$ cat src/adcm_defs.svh
// timing counts and field positions for the bus-port converter control
`ifndef ADCM_DEFS_SVH
`define ADCM_DEFS_SVH
`define ADCM_CONV_TIME_US      40
`define ADCM_CLK_MHZ           200
`define ADCM_CONV_CYCLES       (`ADCM_CONV_TIME_US * `ADCM_CLK_MHZ)
`define ADCM_STEP_CYCLES       (`ADCM_CONV_CYCLES / 9)
`define ADCM_HALF_STEP         (`ADCM_STEP_CYCLES / 2)
`define ADCM_SEL_W             5
`define ADCM_DATA_W            8
`define ADCM_CODES             256
`define ADCM_SEL_BIT_SGL       3
`define ADCM_SEL_BIT_PSD       4
`define ADCM_SEL_BIT_PSD4      2
`define ADCM_SEL_RESET         5'h00
`define ADCM_FIFO_DEPTH        4
`endif

$ cat src/adcm_pkg.sv
// types shared by the converter control modules
package adcm_pkg;
  typedef enum logic [3:0] {
    ST_IDLE   = 4'b0001,
    ST_SAMPLE = 4'b0010,
    ST_SAR    = 4'b0100,
    ST_DONE   = 4'b1000
  } adcm_state_type;
  typedef enum logic [1:0] {
    MODE_DIFF   = 2'h0,
    MODE_SINGLE = 2'h1,
    MODE_PSEUDO = 2'h2
  } adcm_mode_type;
endpackage : adcm_pkg

$ cat src/adcm_stream_if.sv
// valid/ready carrier between converter core and result buffer
`timescale 1ns/1ps
interface adcm_stream_if #(parameter int WIDTH = 8);
  logic             valid;
  logic             ready;
  logic [WIDTH-1:0] data;
  modport source (output valid, output data, input ready);
  modport sink   (input valid, input data, output ready);
endinterface : adcm_stream_if

$ cat src/adcm_fifo.sv
// small result FIFO with valid/ready on both sides
`timescale 1ns/1ps
module adcm_fifo #(
  parameter int WIDTH = 8,
  parameter int DEPTH = 4
) (
  input  wire logic clk,       // system clock
  input  wire logic sys_rst,   // sync reset, high
  adcm_stream_if.sink   inPort,  // filling side
  adcm_stream_if.source outPort  // draining side
);
  localparam int AW = $clog2(DEPTH);
  logic [WIDTH-1:0] mem [DEPTH];
  logic [AW-1:0]    wrPtr, rdPtr, next_wrPtr, next_rdPtr;
  logic [AW:0]      count, next_count;
  logic             doWr, doRd;

  // honest flags; ready drops when full so the core stalls
  assign inPort.ready  = (count != (AW+1)'(DEPTH));
  assign outPort.valid = (count != '0);
  assign outPort.data  = mem[rdPtr];
  assign doWr = inPort.valid & inPort.ready;
  assign doRd = outPort.valid & outPort.ready;

  // pointer and count next values
  always_comb begin
    next_wrPtr = doWr ? AW'(wrPtr + 1'b1) : wrPtr;
    next_rdPtr = doRd ? AW'(rdPtr + 1'b1) : rdPtr;
    next_count = count;
    if (doWr && !doRd) begin
      next_count = count + 1'b1;
    end else if (doRd && !doWr) begin
      next_count = count - 1'b1;
    end
  end

  always_ff @(posedge clk) begin
    if (sys_rst) begin
      wrPtr <= '0;
      rdPtr <= '0;
      count <= '0;
    end else begin
      wrPtr <= next_wrPtr;
      rdPtr <= next_rdPtr;
      count <= next_count;
    end
  end

  // storage, no reset needed
  always_ff @(posedge clk) begin
    if (doWr) begin
      mem[wrPtr] <= inPort.data;
    end
  end
endmodule : adcm_fifo

$ cat src/adcm_bus_port.sv
// bus-port control of an 8-bit successive-approximation converter
`timescale 1ns/1ps
`include "adcm_defs.svh"
// Function
// - write strobe falling edge raises done flag and readies a conversion.
// - write rising edge with read high latches select bits, starts conversion.
// - select bits come from low five bus lines, only while read high.
// - read low across whole write pulse keeps config, drives old result.
// - conversion end latches result and drives done flag low.
// - chip select and read low raise done flag and present result.
// - done flag stays low until result read or new write.
// - result is positive minus negative input, zero when negative.
// - four-input differential pairs 1-2, 3-4, low bit sets polarity.
// - four-input single-ended uses chosen input against analog ground.
// - four-input pseudo-differential uses inputs 1-3 against input 4.
// - eight-input variant decodes the same three modes over eight inputs.
// - 256 codes span the reference; one step is reference over 256.
// - positive input sampled, negative half an internal period later.
// - comparator decided at end of each internal clock period.
// - chip-select read also starts a conversion on unchanged config.
module adcm_bus_port #(
  parameter int EIGHT_INPUTS = 1,
  parameter int CONV_CYCLES  = `ADCM_CONV_CYCLES
) (
  input  wire logic        clk,            // 200 MHz system clock
  input  wire logic        sys_rst,        // sync reset, high
  input  wire logic        chipSelect_n,   // chip select pin, low
  input  wire logic        writeStrobe_n,  // write strobe pin, low
  input  wire logic        readStrobe_n,   // read strobe pin, low
  input  wire logic [7:0]  dataBusIn,      // data bus lines, input side
  output logic      [7:0]  dataBusOut,     // data bus lines, driven value
  output logic             dataBusOe,      // high while driving the bus
  output logic             doneFlag_n,     // done flag, low when ready
  input  wire logic [7:0]  analogPos [8],  // digitised analog inputs
  input  wire logic [7:0]  analogRef,      // reference, full-scale value
  output logic      [4:0]  channelSelect,  // selector latch contents
  output logic      [7:0]  sampleCount,    // step counter, observable
  output logic             busy            // conversion in progress
);
  localparam int STEP = CONV_CYCLES / 9;
  localparam int HALF = STEP / 2;

  // two-flop synchronisers for the pins
  logic [2:0] pinMeta, pinSync, pinLast;
  logic [7:0] busMeta, busSync;
  always_ff @(posedge clk) begin
    pinMeta <= {chipSelect_n, writeStrobe_n, readStrobe_n};
    pinSync <= pinMeta;
    busMeta <= dataBusIn;
    busSync <= busMeta;
  end
  logic csN, wrN, rdN, wrLast, rdLast;
  assign {csN, wrN, rdN} = pinSync;
  assign {wrLast, rdLast} = pinLast[1:0];

  logic wrFall, wrRise, rdFall, rdLowAll, next_rdLowAll;
  assign wrFall = !csN && wrLast && !wrN;
  assign wrRise = !csN && !wrLast && wrN;
  assign rdFall = !csN && rdLast && !rdN;

  // track whether read stayed low for the whole write pulse
  always_comb begin
    next_rdLowAll = rdLowAll;
    if (wrFall) begin
      next_rdLowAll = !rdN;
    end else if (!wrN && rdN) begin
      next_rdLowAll = 1'b0;
    end
  end
  always_ff @(posedge clk) begin
    if (sys_rst) begin
      pinLast  <= 3'h7;
      rdLowAll <= 1'b0;
    end else begin
      pinLast  <= {1'b1, wrN, rdN};
      rdLowAll <= next_rdLowAll;
    end
  end

  // selector latch
  logic [4:0] next_sel;
  logic       startConv;
  always_comb begin
    next_sel  = channelSelect;
    startConv = 1'b0;
    if (wrRise && !rdLowAll && rdN) begin
      next_sel  = busSync[4:0];
      startConv = 1'b1;
    end else if (wrRise && rdLowAll) begin
      startConv = 1'b1;
    end else if (rdFall) begin
      startConv = 1'b1;
    end
  end
  always_ff @(posedge clk) begin
    if (sys_rst) begin
      channelSelect <= `ADCM_SEL_RESET;
    end else begin
      channelSelect <= next_sel;
    end
  end

  // mode decode; pseudo-differential picks top bit on 8-input part
  adcm_pkg::adcm_mode_type mode;
  logic [2:0] posIdx, negIdx;
  logic       negGround, undefCode;
  always_comb begin
    negGround = 1'b0;
    undefCode = 1'b0;
    posIdx    = 3'h0;
    negIdx    = 3'h0;
    mode      = adcm_pkg::MODE_DIFF;
    if (EIGHT_INPUTS != 0) begin
      if (!channelSelect[3]) begin
        mode   = adcm_pkg::MODE_DIFF;
        posIdx = {channelSelect[2:1], channelSelect[0]};
        negIdx = {channelSelect[2:1], !channelSelect[0]};
      end else if (!channelSelect[4]) begin
        mode      = adcm_pkg::MODE_SINGLE;
        posIdx    = channelSelect[2:0];
        negGround = 1'b1;
      end else begin
        mode      = adcm_pkg::MODE_PSEUDO;
        posIdx    = channelSelect[2:0];
        negIdx    = 3'h7;
        undefCode = (channelSelect[2:0] == 3'h7);
      end
    end else begin
      if (!channelSelect[2]) begin
        mode   = adcm_pkg::MODE_DIFF;
        posIdx = {1'b0, channelSelect[1], channelSelect[0]};
        negIdx = {1'b0, channelSelect[1], !channelSelect[0]};
      end else if (!channelSelect[3]) begin
        mode      = adcm_pkg::MODE_SINGLE;
        posIdx    = {1'b0, channelSelect[1:0]};
        negGround = 1'b1;
      end else begin
        mode      = adcm_pkg::MODE_PSEUDO;
        posIdx    = {1'b0, channelSelect[1:0]};
        negIdx    = 3'h3;
        undefCode = (channelSelect[1:0] == 2'h3);
      end
    end
  end

  // conversion engine: sample, eight comparator steps
  adcm_pkg::adcm_state_type state, next_state;
  logic [13:0] tick, next_tick;
  logic [7:0]  posVal, negVal, next_posVal, next_negVal;
  logic [7:0]  trial, next_trial;
  logic [3:0]  bitIdx, next_bitIdx;
  logic [8:0]  diff;
  logic [15:0] scaled;
  logic [7:0]  target;
  logic        pending, next_pending;
  adcm_stream_if #(.WIDTH(8)) toFifo ();
  adcm_stream_if #(.WIDTH(8)) fromFifo ();

  // result code is the difference scaled to the reference span
  always_comb begin
    diff   = {1'b0, posVal} - {1'b0, negVal};
    scaled = diff[8] ? 16'h0000
           : (analogRef == 8'h00) ? 16'h00ff
           : 16'((diff[7:0] * 16'h0100) / {8'h00, analogRef});
    target = (scaled > 16'h00ff) ? 8'hff : scaled[7:0];
  end

  always_comb begin
    next_state   = state;
    next_tick    = tick;
    next_posVal  = posVal;
    next_negVal  = negVal;
    next_trial   = trial;
    next_bitIdx  = bitIdx;
    next_pending = pending;
    toFifo.valid = 1'b0;
    toFifo.data  = trial;
    if (startConv) begin
      next_state  = adcm_pkg::ST_SAMPLE;
      next_tick   = '0;
      next_trial  = 8'h80;
      next_bitIdx = 4'h7;
    end else begin
      case (state)
        adcm_pkg::ST_IDLE: begin
          next_tick = '0;
        end
        adcm_pkg::ST_SAMPLE: begin
          next_tick = 14'(tick + 1'b1);
          if (tick == 14'h0000) begin
            next_posVal = analogPos[posIdx];
          end
          if (tick == 14'(HALF)) begin
            next_negVal = negGround ? 8'h00 : analogPos[negIdx];
          end
          if (tick == 14'(STEP - 1)) begin
            next_tick  = '0;
            next_state = adcm_pkg::ST_SAR;
          end
        end
        adcm_pkg::ST_SAR: begin
          next_tick = 14'(tick + 1'b1);
          if (tick == 14'(STEP - 1)) begin
            next_tick = '0;
            if (trial > target) begin
              next_trial[bitIdx[2:0]] = 1'b0;
            end
            if (bitIdx == 4'h0) begin
              next_state = adcm_pkg::ST_DONE;
            end else begin
              next_trial[bitIdx[2:0] - 3'h1] = 1'b1;
              next_bitIdx = bitIdx - 4'h1;
            end
          end
        end
        adcm_pkg::ST_DONE: begin
          toFifo.valid = 1'b1;                  // waits while buffer full
          if (undefCode) begin
            toFifo.data = 8'h00;
          end
          if (toFifo.ready) begin
            next_state   = adcm_pkg::ST_IDLE;
            next_pending = 1'b1;
          end
        end
        default: next_state = adcm_pkg::ST_IDLE;
      endcase
    end
  end

  always_ff @(posedge clk) begin
    if (sys_rst) begin
      state   <= adcm_pkg::ST_IDLE;
      tick    <= '0;
      posVal  <= 8'h00;
      negVal  <= 8'h00;
      trial   <= 8'h80;
      bitIdx  <= 4'h7;
      pending <= 1'b0;
    end else begin
      state   <= next_state;
      tick    <= next_tick;
      posVal  <= next_posVal;
      negVal  <= next_negVal;
      trial   <= next_trial;
      bitIdx  <= next_bitIdx;
      pending <= next_pending;
    end
  end

  adcm_fifo #(
    .WIDTH (8),
    .DEPTH (`ADCM_FIFO_DEPTH)
  ) u_fifo (
    .clk     (clk),
    .sys_rst (sys_rst),
    .inPort  (toFifo),
    .outPort (fromFifo)
  );

  // output latch and done flag; newest result always wins
  logic [7:0] outLatch, next_outLatch;
  logic       next_done_n;
  assign fromFifo.ready = 1'b1;
  always_comb begin
    next_outLatch = outLatch;
    next_done_n   = doneFlag_n;
    if (fromFifo.valid) begin
      next_outLatch = fromFifo.data;
    end
    if (wrFall || rdFall) begin
      next_done_n = 1'b1;
    end
    if (fromFifo.valid) begin
      next_done_n = 1'b0;                      // set wins
    end
  end
  always_ff @(posedge clk) begin
    if (sys_rst) begin
      outLatch   <= 8'h00;
      doneFlag_n <= 1'b1;
    end else begin
      outLatch   <= next_outLatch;
      doneFlag_n <= next_done_n;
    end
  end

  // bus drive only while selected and read low
  always_ff @(posedge clk) begin
    if (sys_rst) begin
      dataBusOut <= 8'h00;
      dataBusOe  <= 1'b0;
    end else begin
      dataBusOut <= outLatch;
      dataBusOe  <= !csN && !rdN;
    end
  end

  assign busy        = (state != adcm_pkg::ST_IDLE);
  assign sampleCount = {4'h0, bitIdx};
endmodule : adcm_bus_port

$ cat config.mk
export PLATFORM = sky130hd
export DESIGN_NAME = adcm_bus_port
export DESIGN_NICKNAME = d
export VERILOG_FILES = /design/src/adcm_pkg.sv /design/src/adcm_stream_if.sv /design/src/adcm_fifo.sv /design/src/adcm_bus_port.sv
export VERILOG_INCLUDE_DIRS = /design/src
export SDC_FILE = /design/constraint.sdc
export NUM_CORES = 1
export LEC_CHECK = 0
export ABC_AREA = 0
export ABC_CLOCK_PERIOD_IN_PS = 57100
export CORE_UTILIZATION = 55
export CTS_CLUSTER_SIZE = 10
export DETAILED_ROUTE_END_ITERATION = 10
export DONT_BUFFER_PORTS = 1
export GPL_TIMING_DRIVEN = 0
export PLACE_DENSITY = 0.73
export SYNTH_ARGS = -nofsm -noshare
export SYNTH_HDL_FRONTEND = slang
export SYNTH_SLANG_ARGS = --single-unit
$ cat constraint.sdc
create_clock -name clk -period 57.1 [get_ports clk]
set_clock_uncertainty 0.15 [all_clocks]
set_input_delay 11.42 -clock clk [delete_from_list [all_inputs] [get_ports clk]]
set_output_delay 11.42 -clock clk [all_outputs]
set_load 0.01 [all_outputs]
-- Word level (Yosys, flattened, before mapping)
Memories as Yosys holds them, arrays and structs flattened. A register that Yosys moved wholly into a read port is not among the register bits.
Index checks and enable logic that the tools add are counted.
- memories kept: 1
- bits in writable memories: 32
- flip-flop bits (word level): 87
- memory list (memory ; words ; width ; read ports ; clocked after memory_dff ; wr ports ; RTL line ; source):
    u_fifo.mem ; 4 ; 8 ; 1 ; 1 ; 1 ; adcm_fifo.sv:13 ; logic [WIDTH-1:0] mem [DEPTH];
- bitwise operators: 9
- add/subtract/negate cells: 8
- div/mod/pow operators: 1
- $lt $le $gt $ge: 8
- multiplexer cells: 49
- reduce and logical (&&, ||, !) cells: 40
- equality and inequality tests: 18
- operators by type and width (cell ; count):
    8-bit 2-to-1 mux ; 14
    8-bit binary-select mux with 3-bit select ; 2
    16-bit 2-to-1 mux ; 2
    14-bit one-hot mux with 2 select lines ; 1
    1-bit 2-to-1 mux ; 17
    16-bit by 8-bit divider with 16-bit output ; 1
    16-bit by 8-bit > comparator with 1-bit output, second input constant ; 1
    4-bit 2-to-1 mux ; 4
    4-bit one-hot mux with 4 select lines ; 1
    1-bit logical AND ; 15
    14-bit by 1-bit adder with 14-bit output, second input constant ; 1
    14-bit by 10-bit == test with 1-bit output, second input constant ; 1
    14-bit by 9-bit == test with 1-bit output, second input constant ; 1
    14-bit logical NOT ; 1
    14-bit 2-to-1 mux ; 1
    3-bit 2-to-1 mux ; 4
    3-bit != test, second input constant ; 4
    5-bit AND reduction ; 2
    3-bit AND reduction ; 3
    8-bit by 8-bit subtractor with 9-bit output ; 1
    8-bit bitwise AND ; 1
    4-bit greater-or-equal comparator, second input constant ; 2
    8-bit > comparator ; 1
    1-bit logical NOT ; 8
    29 further kinds ; 44

-- Depth between registers and ports, before layout
Gate-level depths: netlist of the first run.
- depth after elaboration: 13
- gate-level depth with buffers: 168
- depth with buffers taken out: 158

-- Cells and area by module
From an unflattened synthesis of the first run, not the netlist that was laid out.
- cells, all modules: 1454
- area total of the unflattened synthesis: 12542.0 sq um
- by module, submodules not included (module ; times used ; area an instance (sq um) ; seq. area each (sq um) ; cells each):
    adcm_bus_port ; 1 ; 10904.2 ; 1761.7 ; 1364
    adcm_fifo ; 1 ; 1637.8 ; 1141.1 ; 90

-- Worst setup path after synthesis of the first run
Ideal clock, no wire load.
- kind: input -> register
- from: input analogRef[0]
- to: register trial[7]
- required time: 56.825 ns
- stages: 155
- path slack: 16.628 ns
- arrival time: 40.197 ns
- path through: inv_1 > clkbuf_1 > ha_1 > nand2_1 > o211ai_1 > and2_1 > ha_1 > a21oi_1 > nor3_1 > a22o_1 > ha_1 > o21ai_0 > a21oi_1 > nand2_1 > mux2i_1 > a31oi_4 > inv_2 > ha_1 > (+119 left out) > ha_1 > a21o_1 > a21o_1 > a2111oi_0 > nand4_1 > o31a_1 > ha_1 > nor2b_1 > o21ai_0 > nand2b_1 > a21oi_1 > o21ai_0 > o211a_1 > nand3_1 > nand2_1 > nand2_1 > o21ai_0 > nand2_1
- word-level cells in the longest chain between the ends: 12
- elaborated cells between the ends (all ways): 13
- those cells by class: div (1); order compare (2); mux (8); bitwise (1); reduce/logical (1)
- ends and longest elaborated chain (item ; RTL line ; source):
    start: declaration ; adcm_bus_port.sv:35 ; input wire logic [7:0] analogRef,
    16-bit by 8-bit divider with 16-bit output or 8-bit logical NOT (tied branches) ; adcm_bus_port.sv:164, adcm_bus_port.sv:163 ;
    16-bit 2-to-1 mux * ; adcm_bus_port.sv:163 ; : (analogRef == 8'h00) ? 16'h00ff
    16-bit 2-to-1 mux * ; adcm_bus_port.sv:162 ; scaled = diff[8] ? 16'h0000
    16-bit by 8-bit > comparator with 1-bit output ; adcm_bus_port.sv:165 ; target = (scaled > 16'h00ff) ? 8'hff : scaled[7:0];
    8-bit 2-to-1 mux * ; adcm_bus_port.sv:165 ;
    8-bit > comparator * ; adcm_bus_port.sv:205 ; if (trial > target) begin
    8-bit 2-to-1 mux * ; adcm_bus_port.sv:205 ;
    8-bit 2-to-1 mux * ; adcm_bus_port.sv:203 ; if (tick == 14'(STEP - 1)) begin
    8-bit 2-to-1 mux * ; adcm_bus_port.sv:184 ; case (state)
    8-bit 2-to-1 mux * ; adcm_bus_port.sv:178 ; if (startConv) begin
    8-bit bitwise OR (no line) ; -- ;
    8-bit 2-to-1 mux * ; adcm_bus_port.sv:208 ; if (bitIdx == 4'h0) begin
    end signal: assignment ; adcm_bus_port.sv:245 ; trial <= next_trial;
    end: declaration ; adcm_bus_port.sv:150 ; logic [7:0] trial, next_trial;
Every way passes the cells marked *; elsewhere a longest branch is shown, timed or not. The select of a mux whose other input is x is not followed.
A chain may end at the register's enable or synchronous reset.

-- Worst setup path in the final report of the first run
Same ends and word-level chain as after synthesis.

==> summary.md, run 1 <==
| Metric | Value |
|---|---|
| Status | `finished clean` |
| Least-Margin Pin Slew | `1111 ps` |
| Setup TNS | `0 ps` |
| Clk_lat worst skew | `420 ps` |
| Total grt overflow | `0` |
| Syn avg cell area | `8.306 um^2` |
| Filler instances | `1936` |
| Max clock buf depth | `2` |
| Port Buffer Count | `0` |
| Distinct cells, synth | `98` |
| Most Frequent Cell on Critical Path | `o21a_1` |
| Vias per cell | `6.219` |
| Hold Vio Cnt, Final | `0` |
| Nets | `1709` |
| Die Ht | `151.6 um` |
| Worst-path clk slew | `60 ps` |
| Crit path kind | `input port to register` |
| Initial antenna violation count | `0` |
| Worst r2r dst | `trial[7]` |
| Crit-path max FO | `19` |
| Tcrit/Tclk final | `80.58%` |
| Fin util | `60.88%` |
| 1st-iter DRT viols | `625` |
| CP endpoint kind | `register` |
| Final RePlAce weighted congestion | `0.9327` |
| Core area | `0.02189 mm^2` |
| CP peak stage delay | `860 ps` |
| Sequential area share after synthesis | `23.27%` |
| Clock Tree Root | `clkbuf_16` |
| Max Cap Viol | `0` |
| Remaining antenna violation count | `0` |
| Synth warnings | `0` |
| Fmax achieved | `0.02173 GHz` |
| Fraction of layout cells with a size suffix above 1 | `9.361%` |
| Rel. slew slack | `25.92%` |
| Worst hold margin | `168.9 ps` |
| Synthesized area | `0.01230 mm^2` |
| Critical path data arrival time | `46150 ps` |
| PostCTS Resize Cnt | `0` |
| Die Area | `0.02297 mm^2` |
| Hold buffer count at CTS | `0` |
| DRC violations left | `0` |
| All-Layer GR Usage | `27.27%` |
| Setup violators final | `0` |
| CP Data Required Time | `57240 ps` |
| Unrepaired setup endpoints after global routing | `no` |
| Critical Path Sink | `trial[7]` |
| EDFF count, synth | `32` |
| Worst setup margin | `11090 ps` |
| Commonest non-fill, non-tap cell in the layout | `nor2_1` |
| CP max stage cell | `clkbuf_1` |
| Wire length of the first global-routing pass | `50.19 mm` |
| Final min period | `46010 ps` |
| CTS H-Tree Depth | `4` |
| Startpoint Class | `input port` |
| Inserted Clock Buffers | `17` |
| Synth async-reset ratio | `0%` |
| # Post-CTS Setup Buffers | `0` |
| Initial core utilization | `56.20%` |
| CTS Sinks | `127` |
| Worst setup path startpoint | `analogRef[0]` |
| Row count | `54` |
| Final WL | `30.87 mm` |
| Vias in the first global route | `10629` |
| Yosys reg bits | `127` |
| Initial DRT Pass Iterations | `5` |
| Synthesized instance count | `1481` |
| Vias post-DR | `11175` |
| Main flop type after synthesis | `dfxtp_1` |
| R2R Path Start | `negVal[3]` |
| Worst hold path class | `register to register` |
| Final slew viol count | `0` |
| Pre-CTS setup slack | `11310 ps` |
| CTS tree | `built` |
| Reg area | `0.002863 mm^2` |
| Die Span X | `151.6 um` |
| Largest net degree at the start of global routing | `20` |
| Layout Area Growth over Synthesis | `8.340%` |
| Boundary pin count | `109` |
| Cells on worst reg2reg path | `162` |
| DPL Wire Length | `24.19 mm` |
| Most frequent cells in the layout | `144 x nor2_1, 138 x nand2_1, 118 x ha_1` |
| Area of the multi-input gates | `0.008979 mm^2` |
| WL per Instance | `17.18 um` |
| Diodes inserted | `0` |
| R2R Setup Slk | `21760 ps` |
## cells by family after synthesis
group	synth area share, %
other cells	0.03048
compound gates	24.69
simple gates	20.92
buf+inv	3.885
xor+xnor	4.526
mux	10.35
flops	23.27
fa+ha+maj	12.33
## sequential cells by signal, summed over array words and instances (netlist names), 8 cells and up
signal and count:
outLatch 8, u_fifo.mem 32, posVal 8, dataBusOut 8, trial 8, tick 14
negVal 8
## layer usage
metal  GRT usage [%]  wire length [um]
met2           48.26             14570
met4           7.079               543
met1           33.67             13680
met5               0                 0
met3           5.299              2071
## per-stage QoR
stage                     area, um^2  std cells
final                          13330       1797
after global routing           13330       1797
after CTS                      13330       1797
after detailed placement       12680       1765
after global placement         12660       1764
after floorplan                12310       1484
## cells in the mapped netlist (10+ instances only)
master | number | area [um^2]
nand4_1 | 13 | 81.33
nand3_1 | 27 | 135.1
clkbuf_1 | 49 | 183.9
nor3_1 | 39 | 195.2
or2_2 | 10 | 62.56
mux2_2 | 22 | 247.7
inv_1 | 51 | 191.4
mux2i_1 | 40 | 400.4
nor2_1 | 144 | 540.5
xnor2_1 | 33 | 289.0
nand2_1 | 138 | 518.0
dfxtp_1 | 95 | 1902
a211oi_1 | 28 | 210.2
a31oi_1 | 20 | 125.1
mux4_2 | 24 | 540.5
nor2b_1 | 23 | 143.9
and2_1 | 37 | 231.5
o211ai_1 | 12 | 90.09
o21a_1 | 41 | 307.8
ha_1 | 118 | 1476
edfxtp_1 | 32 | 960.9
xor2_1 | 28 | 245.2
o31ai_1 | 12 | 90.09
o21ai_0 | 81 | 405.4
a21o_1 | 43 | 322.8
nand2b_1 | 31 | 193.9
or3_1 | 18 | 112.6
a21oi_1 | 103 | 515.5
## worst min path at each step
stage | from | to | slack, ps | cells past startpoint
after detailed placement | pinMeta[1] | pinSync[1] | 160 | 0
after global placement | busMeta[1] | busSync[1] | 160 | 0
final | pinMeta[1] | pinSync[1] | 170 | 0
after CTS | pinMeta[1] | pinSync[1] | 170 | 0
after global routing | busMeta[0] | busSync[0] | 190 | 0
after floorplan | busMeta[0] | busSync[0] | 160 | 0
## layout make-up
type | count | area share (%)
plain buffers | 63 | 2.094
clock buffers | 19 | 3.408
clock inverters | 13 | 1.474
inverters | 53 | 1.493
multi-input cells | 1241 | 67.37
flip-flops and latches | 127 | 21.48
well taps | 280 | 2.629
repair buffers | 1 | 0.05633
## critical path, delay by kind of cell
| kind | cells | cell delay (ps) |
|---|---|---|
| AOI/OAI and AO/OA | 81 | 17360 |
| and+or+nand+nor | 39 | 5890 |
| adders and majority gates | 18 | 5250 |
| buffers and inverters | 15 | 4500 |
| muxes | 5 | 1660 |
Power of run 1 is not shown: default switching activity piles up to over one toggle a cycle in this logic, so the estimate is an artifact.
==> inputs of run 2 (changes only) <==
--- a/config.mk
+++ b/config.mk
@@ -7,13 +7,13 @@
 export NUM_CORES = 1
 export LEC_CHECK = 0
 export ABC_AREA = 0
-export ABC_CLOCK_PERIOD_IN_PS = 57100
+export ABC_CLOCK_PERIOD_IN_PS = 40700
 export CORE_UTILIZATION = 55
 export CTS_CLUSTER_SIZE = 10
 export DETAILED_ROUTE_END_ITERATION = 10
 export DONT_BUFFER_PORTS = 1
 export GPL_TIMING_DRIVEN = 0
-export PLACE_DENSITY = 0.73
+export PLACE_DENSITY = 0.76
 export SYNTH_ARGS = -nofsm -noshare
 export SYNTH_HDL_FRONTEND = slang
 export SYNTH_SLANG_ARGS = --single-unit
==> constraint.sdc (replaced) <==
create_clock -name clk -period 40.7 [get_ports clk]
set_clock_uncertainty 0.15 [all_clocks]
set_input_delay 8.14 -clock clk [delete_from_list [all_inputs] [get_ports clk]]
set_output_delay 8.14 -clock clk [all_outputs]
set_load 0.01 [all_outputs]
==> run 2 against run 1 <==
  * Clock-buffer cell count increased by 3
  * Flip-flop and latch count unchanged
  * Global-route usage decreased by 0.29 points
  * Via count decreased by 0.19%
  * Cell count increased by 0.33%
  * Highest routed layer unchanged
  * Critical path depth unchanged
  * Hold slack improved by 5.5 ps
  * Register-to-register slack got worse by 13000 ps
  * Utilization increased by 1.0 points
  * Worst setup slack got worse by 9100 ps
  * Sequential share of layout area decreased by 0.35 points
==> summary.md, run 2 (synthesis gave the netlist of run 1 again) <==
| Metric | Value |
|---|---|
| Tcrit/Tclk final | `95.20%` |
| Max Cap Viol | `0 (unchanged)` |
| Crit-path max FO | `10 (was 19)` |
| Final slew viol count | `0 (unchanged)` |
| Initial core utilization | `56.20% (unchanged)` |
| Hold buffer count at CTS | `0 (unchanged)` |
| Row count | `54 (unchanged)` |
| All-Layer GR Usage | `26.98% (was 27.27%)` |
| DPL Wire Length | `23.81 mm (was 24.19 mm)` |
| Clock Tree Root | `clkbuf_16 (unchanged)` |
| Commonest non-fill, non-tap cell in the layout | `nor2_1 (unchanged)` |
| CP max stage cell | `or4_1 (was clkbuf_1)` |
| Die Ht | `151.6 um (unchanged)` |
| Least-Margin Pin Slew | `823.1 ps (was 1111 ps)` |
| Nets | `1715 (was 1709)` |
| Rel. slew slack | `44.71% (was 25.92%)` |
| Largest regs | `u_fifo.mem x32, tick x14 (unchanged)` |
| Remaining antenna violation count | `0 (unchanged)` |
| Largest register FFs | `32 (unchanged)` |
| WL per Instance | `17.24 um (was 17.18 um)` |
| Layout Area Growth over Synthesis | `10.12% (was 8.340%)` |
| Crit path kind | `input port to register (unchanged)` |
| Delay-heaviest family, CP | `compound AO/OA/AOI/OAI gates (unchanged)` |
| Boundary pin count | `109 (unchanged)` |
| Fmax achieved | `0.02581 GHz` |
| CTS Sinks | `127 (unchanged)` |
| CTS tree | `built (unchanged)` |
| CTS H-Tree Depth | `4 (unchanged)` |
| DRC violations left | `0 (unchanged)` |
| Vias post-DR | `11154 (was 11175)` |
| Filler instances | `1891 (was 1936)` |
| Final RePlAce weighted congestion | `0.9534 (was 0.9327)` |
| Port Buffer Count | `0 (unchanged)` |
| Worst hold margin | `174.4 ps (was 168.9 ps)` |
| Most Frequent Cell on Critical Path | `o21a_1 (unchanged)` |
| Max clock buf depth | `2 (unchanged)` |
| Setup violators final | `0 (unchanged)` |
| Critical path data arrival time | `38880 ps (was 46150 ps)` |
| Diodes inserted | `0 (unchanged)` |
| Startpoint Class | `input port (unchanged)` |
| Final min period | `38750 ps` |
| Initial antenna violation count | `0 (unchanged)` |
| Pre-CTS setup slack | `-1792 ps (was 11310 ps)` |
| Worst-path clk slew | `60 ps (about the same)` |
| Vias per cell | `6.186 (was 6.219)` |
| Wire length of the first global-routing pass | `49.91 mm (was 50.19 mm)` |
| Largest net degree at the start of global routing | `20 (unchanged)` |
| Area of the multi-input gates | `0.009170 mm^2 (was 0.008979 mm^2)` |
| Clk_lat worst skew | `410 ps (was 420 ps)` |
| Buf/Inv on CP | `11 (was 15)` |
| Worst hold path class | `register to register (unchanged)` |
| CP Data Required Time | `40830 ps (was 57240 ps)` |
| Reg area | `0.002863 mm^2 (unchanged)` |
| Fraction of layout cells with a size suffix above 1 | `12.02% (was 9.361%)` |
| CP peak stage delay | `580 ps (was 860 ps)` |
| Die Span X | `151.6 um (unchanged)` |
| Inserted Clock Buffers | `17 (unchanged)` |
| Total grt overflow | `0 (unchanged)` |
| Worst setup margin | `1952 ps (was 11090 ps)` |
| Core area | `0.02189 mm^2 (unchanged)` |
| Status | `finished clean (unchanged)` |
| Setup TNS | `0 ps (unchanged)` |
| Die Area | `0.02297 mm^2 (unchanged)` |
| Initial DRT Pass Iterations | `6 (was 5)` |
| Reg with most FFs | `u_fifo.mem (unchanged)` |
| Most frequent cells in the layout | `142 x nor2_1, 138 x nand2_1, 118 x ha_1 (was 144 x nor2_1, 138 x nand2_1, 118 x ha_1)` |
| 1st-iter DRT viols | `676 (was 625)` |
| Final WL | `31.09 mm (was 30.87 mm)` |
| Hold Vio Cnt, Final | `0 (unchanged)` |
| CP endpoint kind | `register (unchanged)` |
| Vias in the first global route | `10420 (was 10629)` |
run 2: cell types whose count changed in the layout (fill, tap and decap cells not counted), moves of 3 or more:
cell       previous run  this run
bufinv_16             4         1
clkbuf_4              0         6
a21oi_2               2         9
o21ai_0              81        76
clkbuf_8              0         4
buf_4                 5        13
a31oi_1              20        17
a21oi_1             103        95
clkbuf_1             50        41
run 2: per-layer routing:
metal  routed length [um]  global-route usage (%)  part of all wire [%]
met5                    0                       0                     0
met4                  585                   7.277                   1.9
met3                 2228                   5.240                   7.2
met2                14610                   47.15                    47
met1                13660                   33.71                    44
run 2: timing repair:
action                     CTS  global route
setup endpoints to repair    8             8
pin swaps                    1             5
gates resized for setup     10            55
cloned                       0             0
setup buffers                3             4
run 2: cell type report:
class	count	share of cell area (%)
buffer	62	2.226
clock buffer	22	3.731
clock inverter	10	0.7204
inverter	53	1.469
multi-input combinational	1241	67.69
sequential	127	21.13
tap	280	2.586
timing repair buffer	8	0.4433
run 2: metrics by stage:
stage | util (%) | instance area (um^2) | instances
after floorplan | - | 12310 | 1484
after global placement | 57.85 | 12660 | 1764
after detailed placement | 57.91 | 12680 | 1765
after CTS | 60.85 | 13320 | 1800
after global routing | 61.88 | 13550 | 1803
final | 61.88 | 13550 | 1803
run 2: worst paths after layout:
check / from / to / slack [ps] / cells past startpoint
worst min register to register: busMeta[2] / busSync[2] / 170 / 0
worst max-delay path: analogRef[2] / trial[7] / 1950 / 158
worst min-delay path: busMeta[2] / busSync[2] / 170 / 0
worst max register to register: negVal[2] / trial[7] / 8850 / 164
Power of run 2 is left out for the same reason.
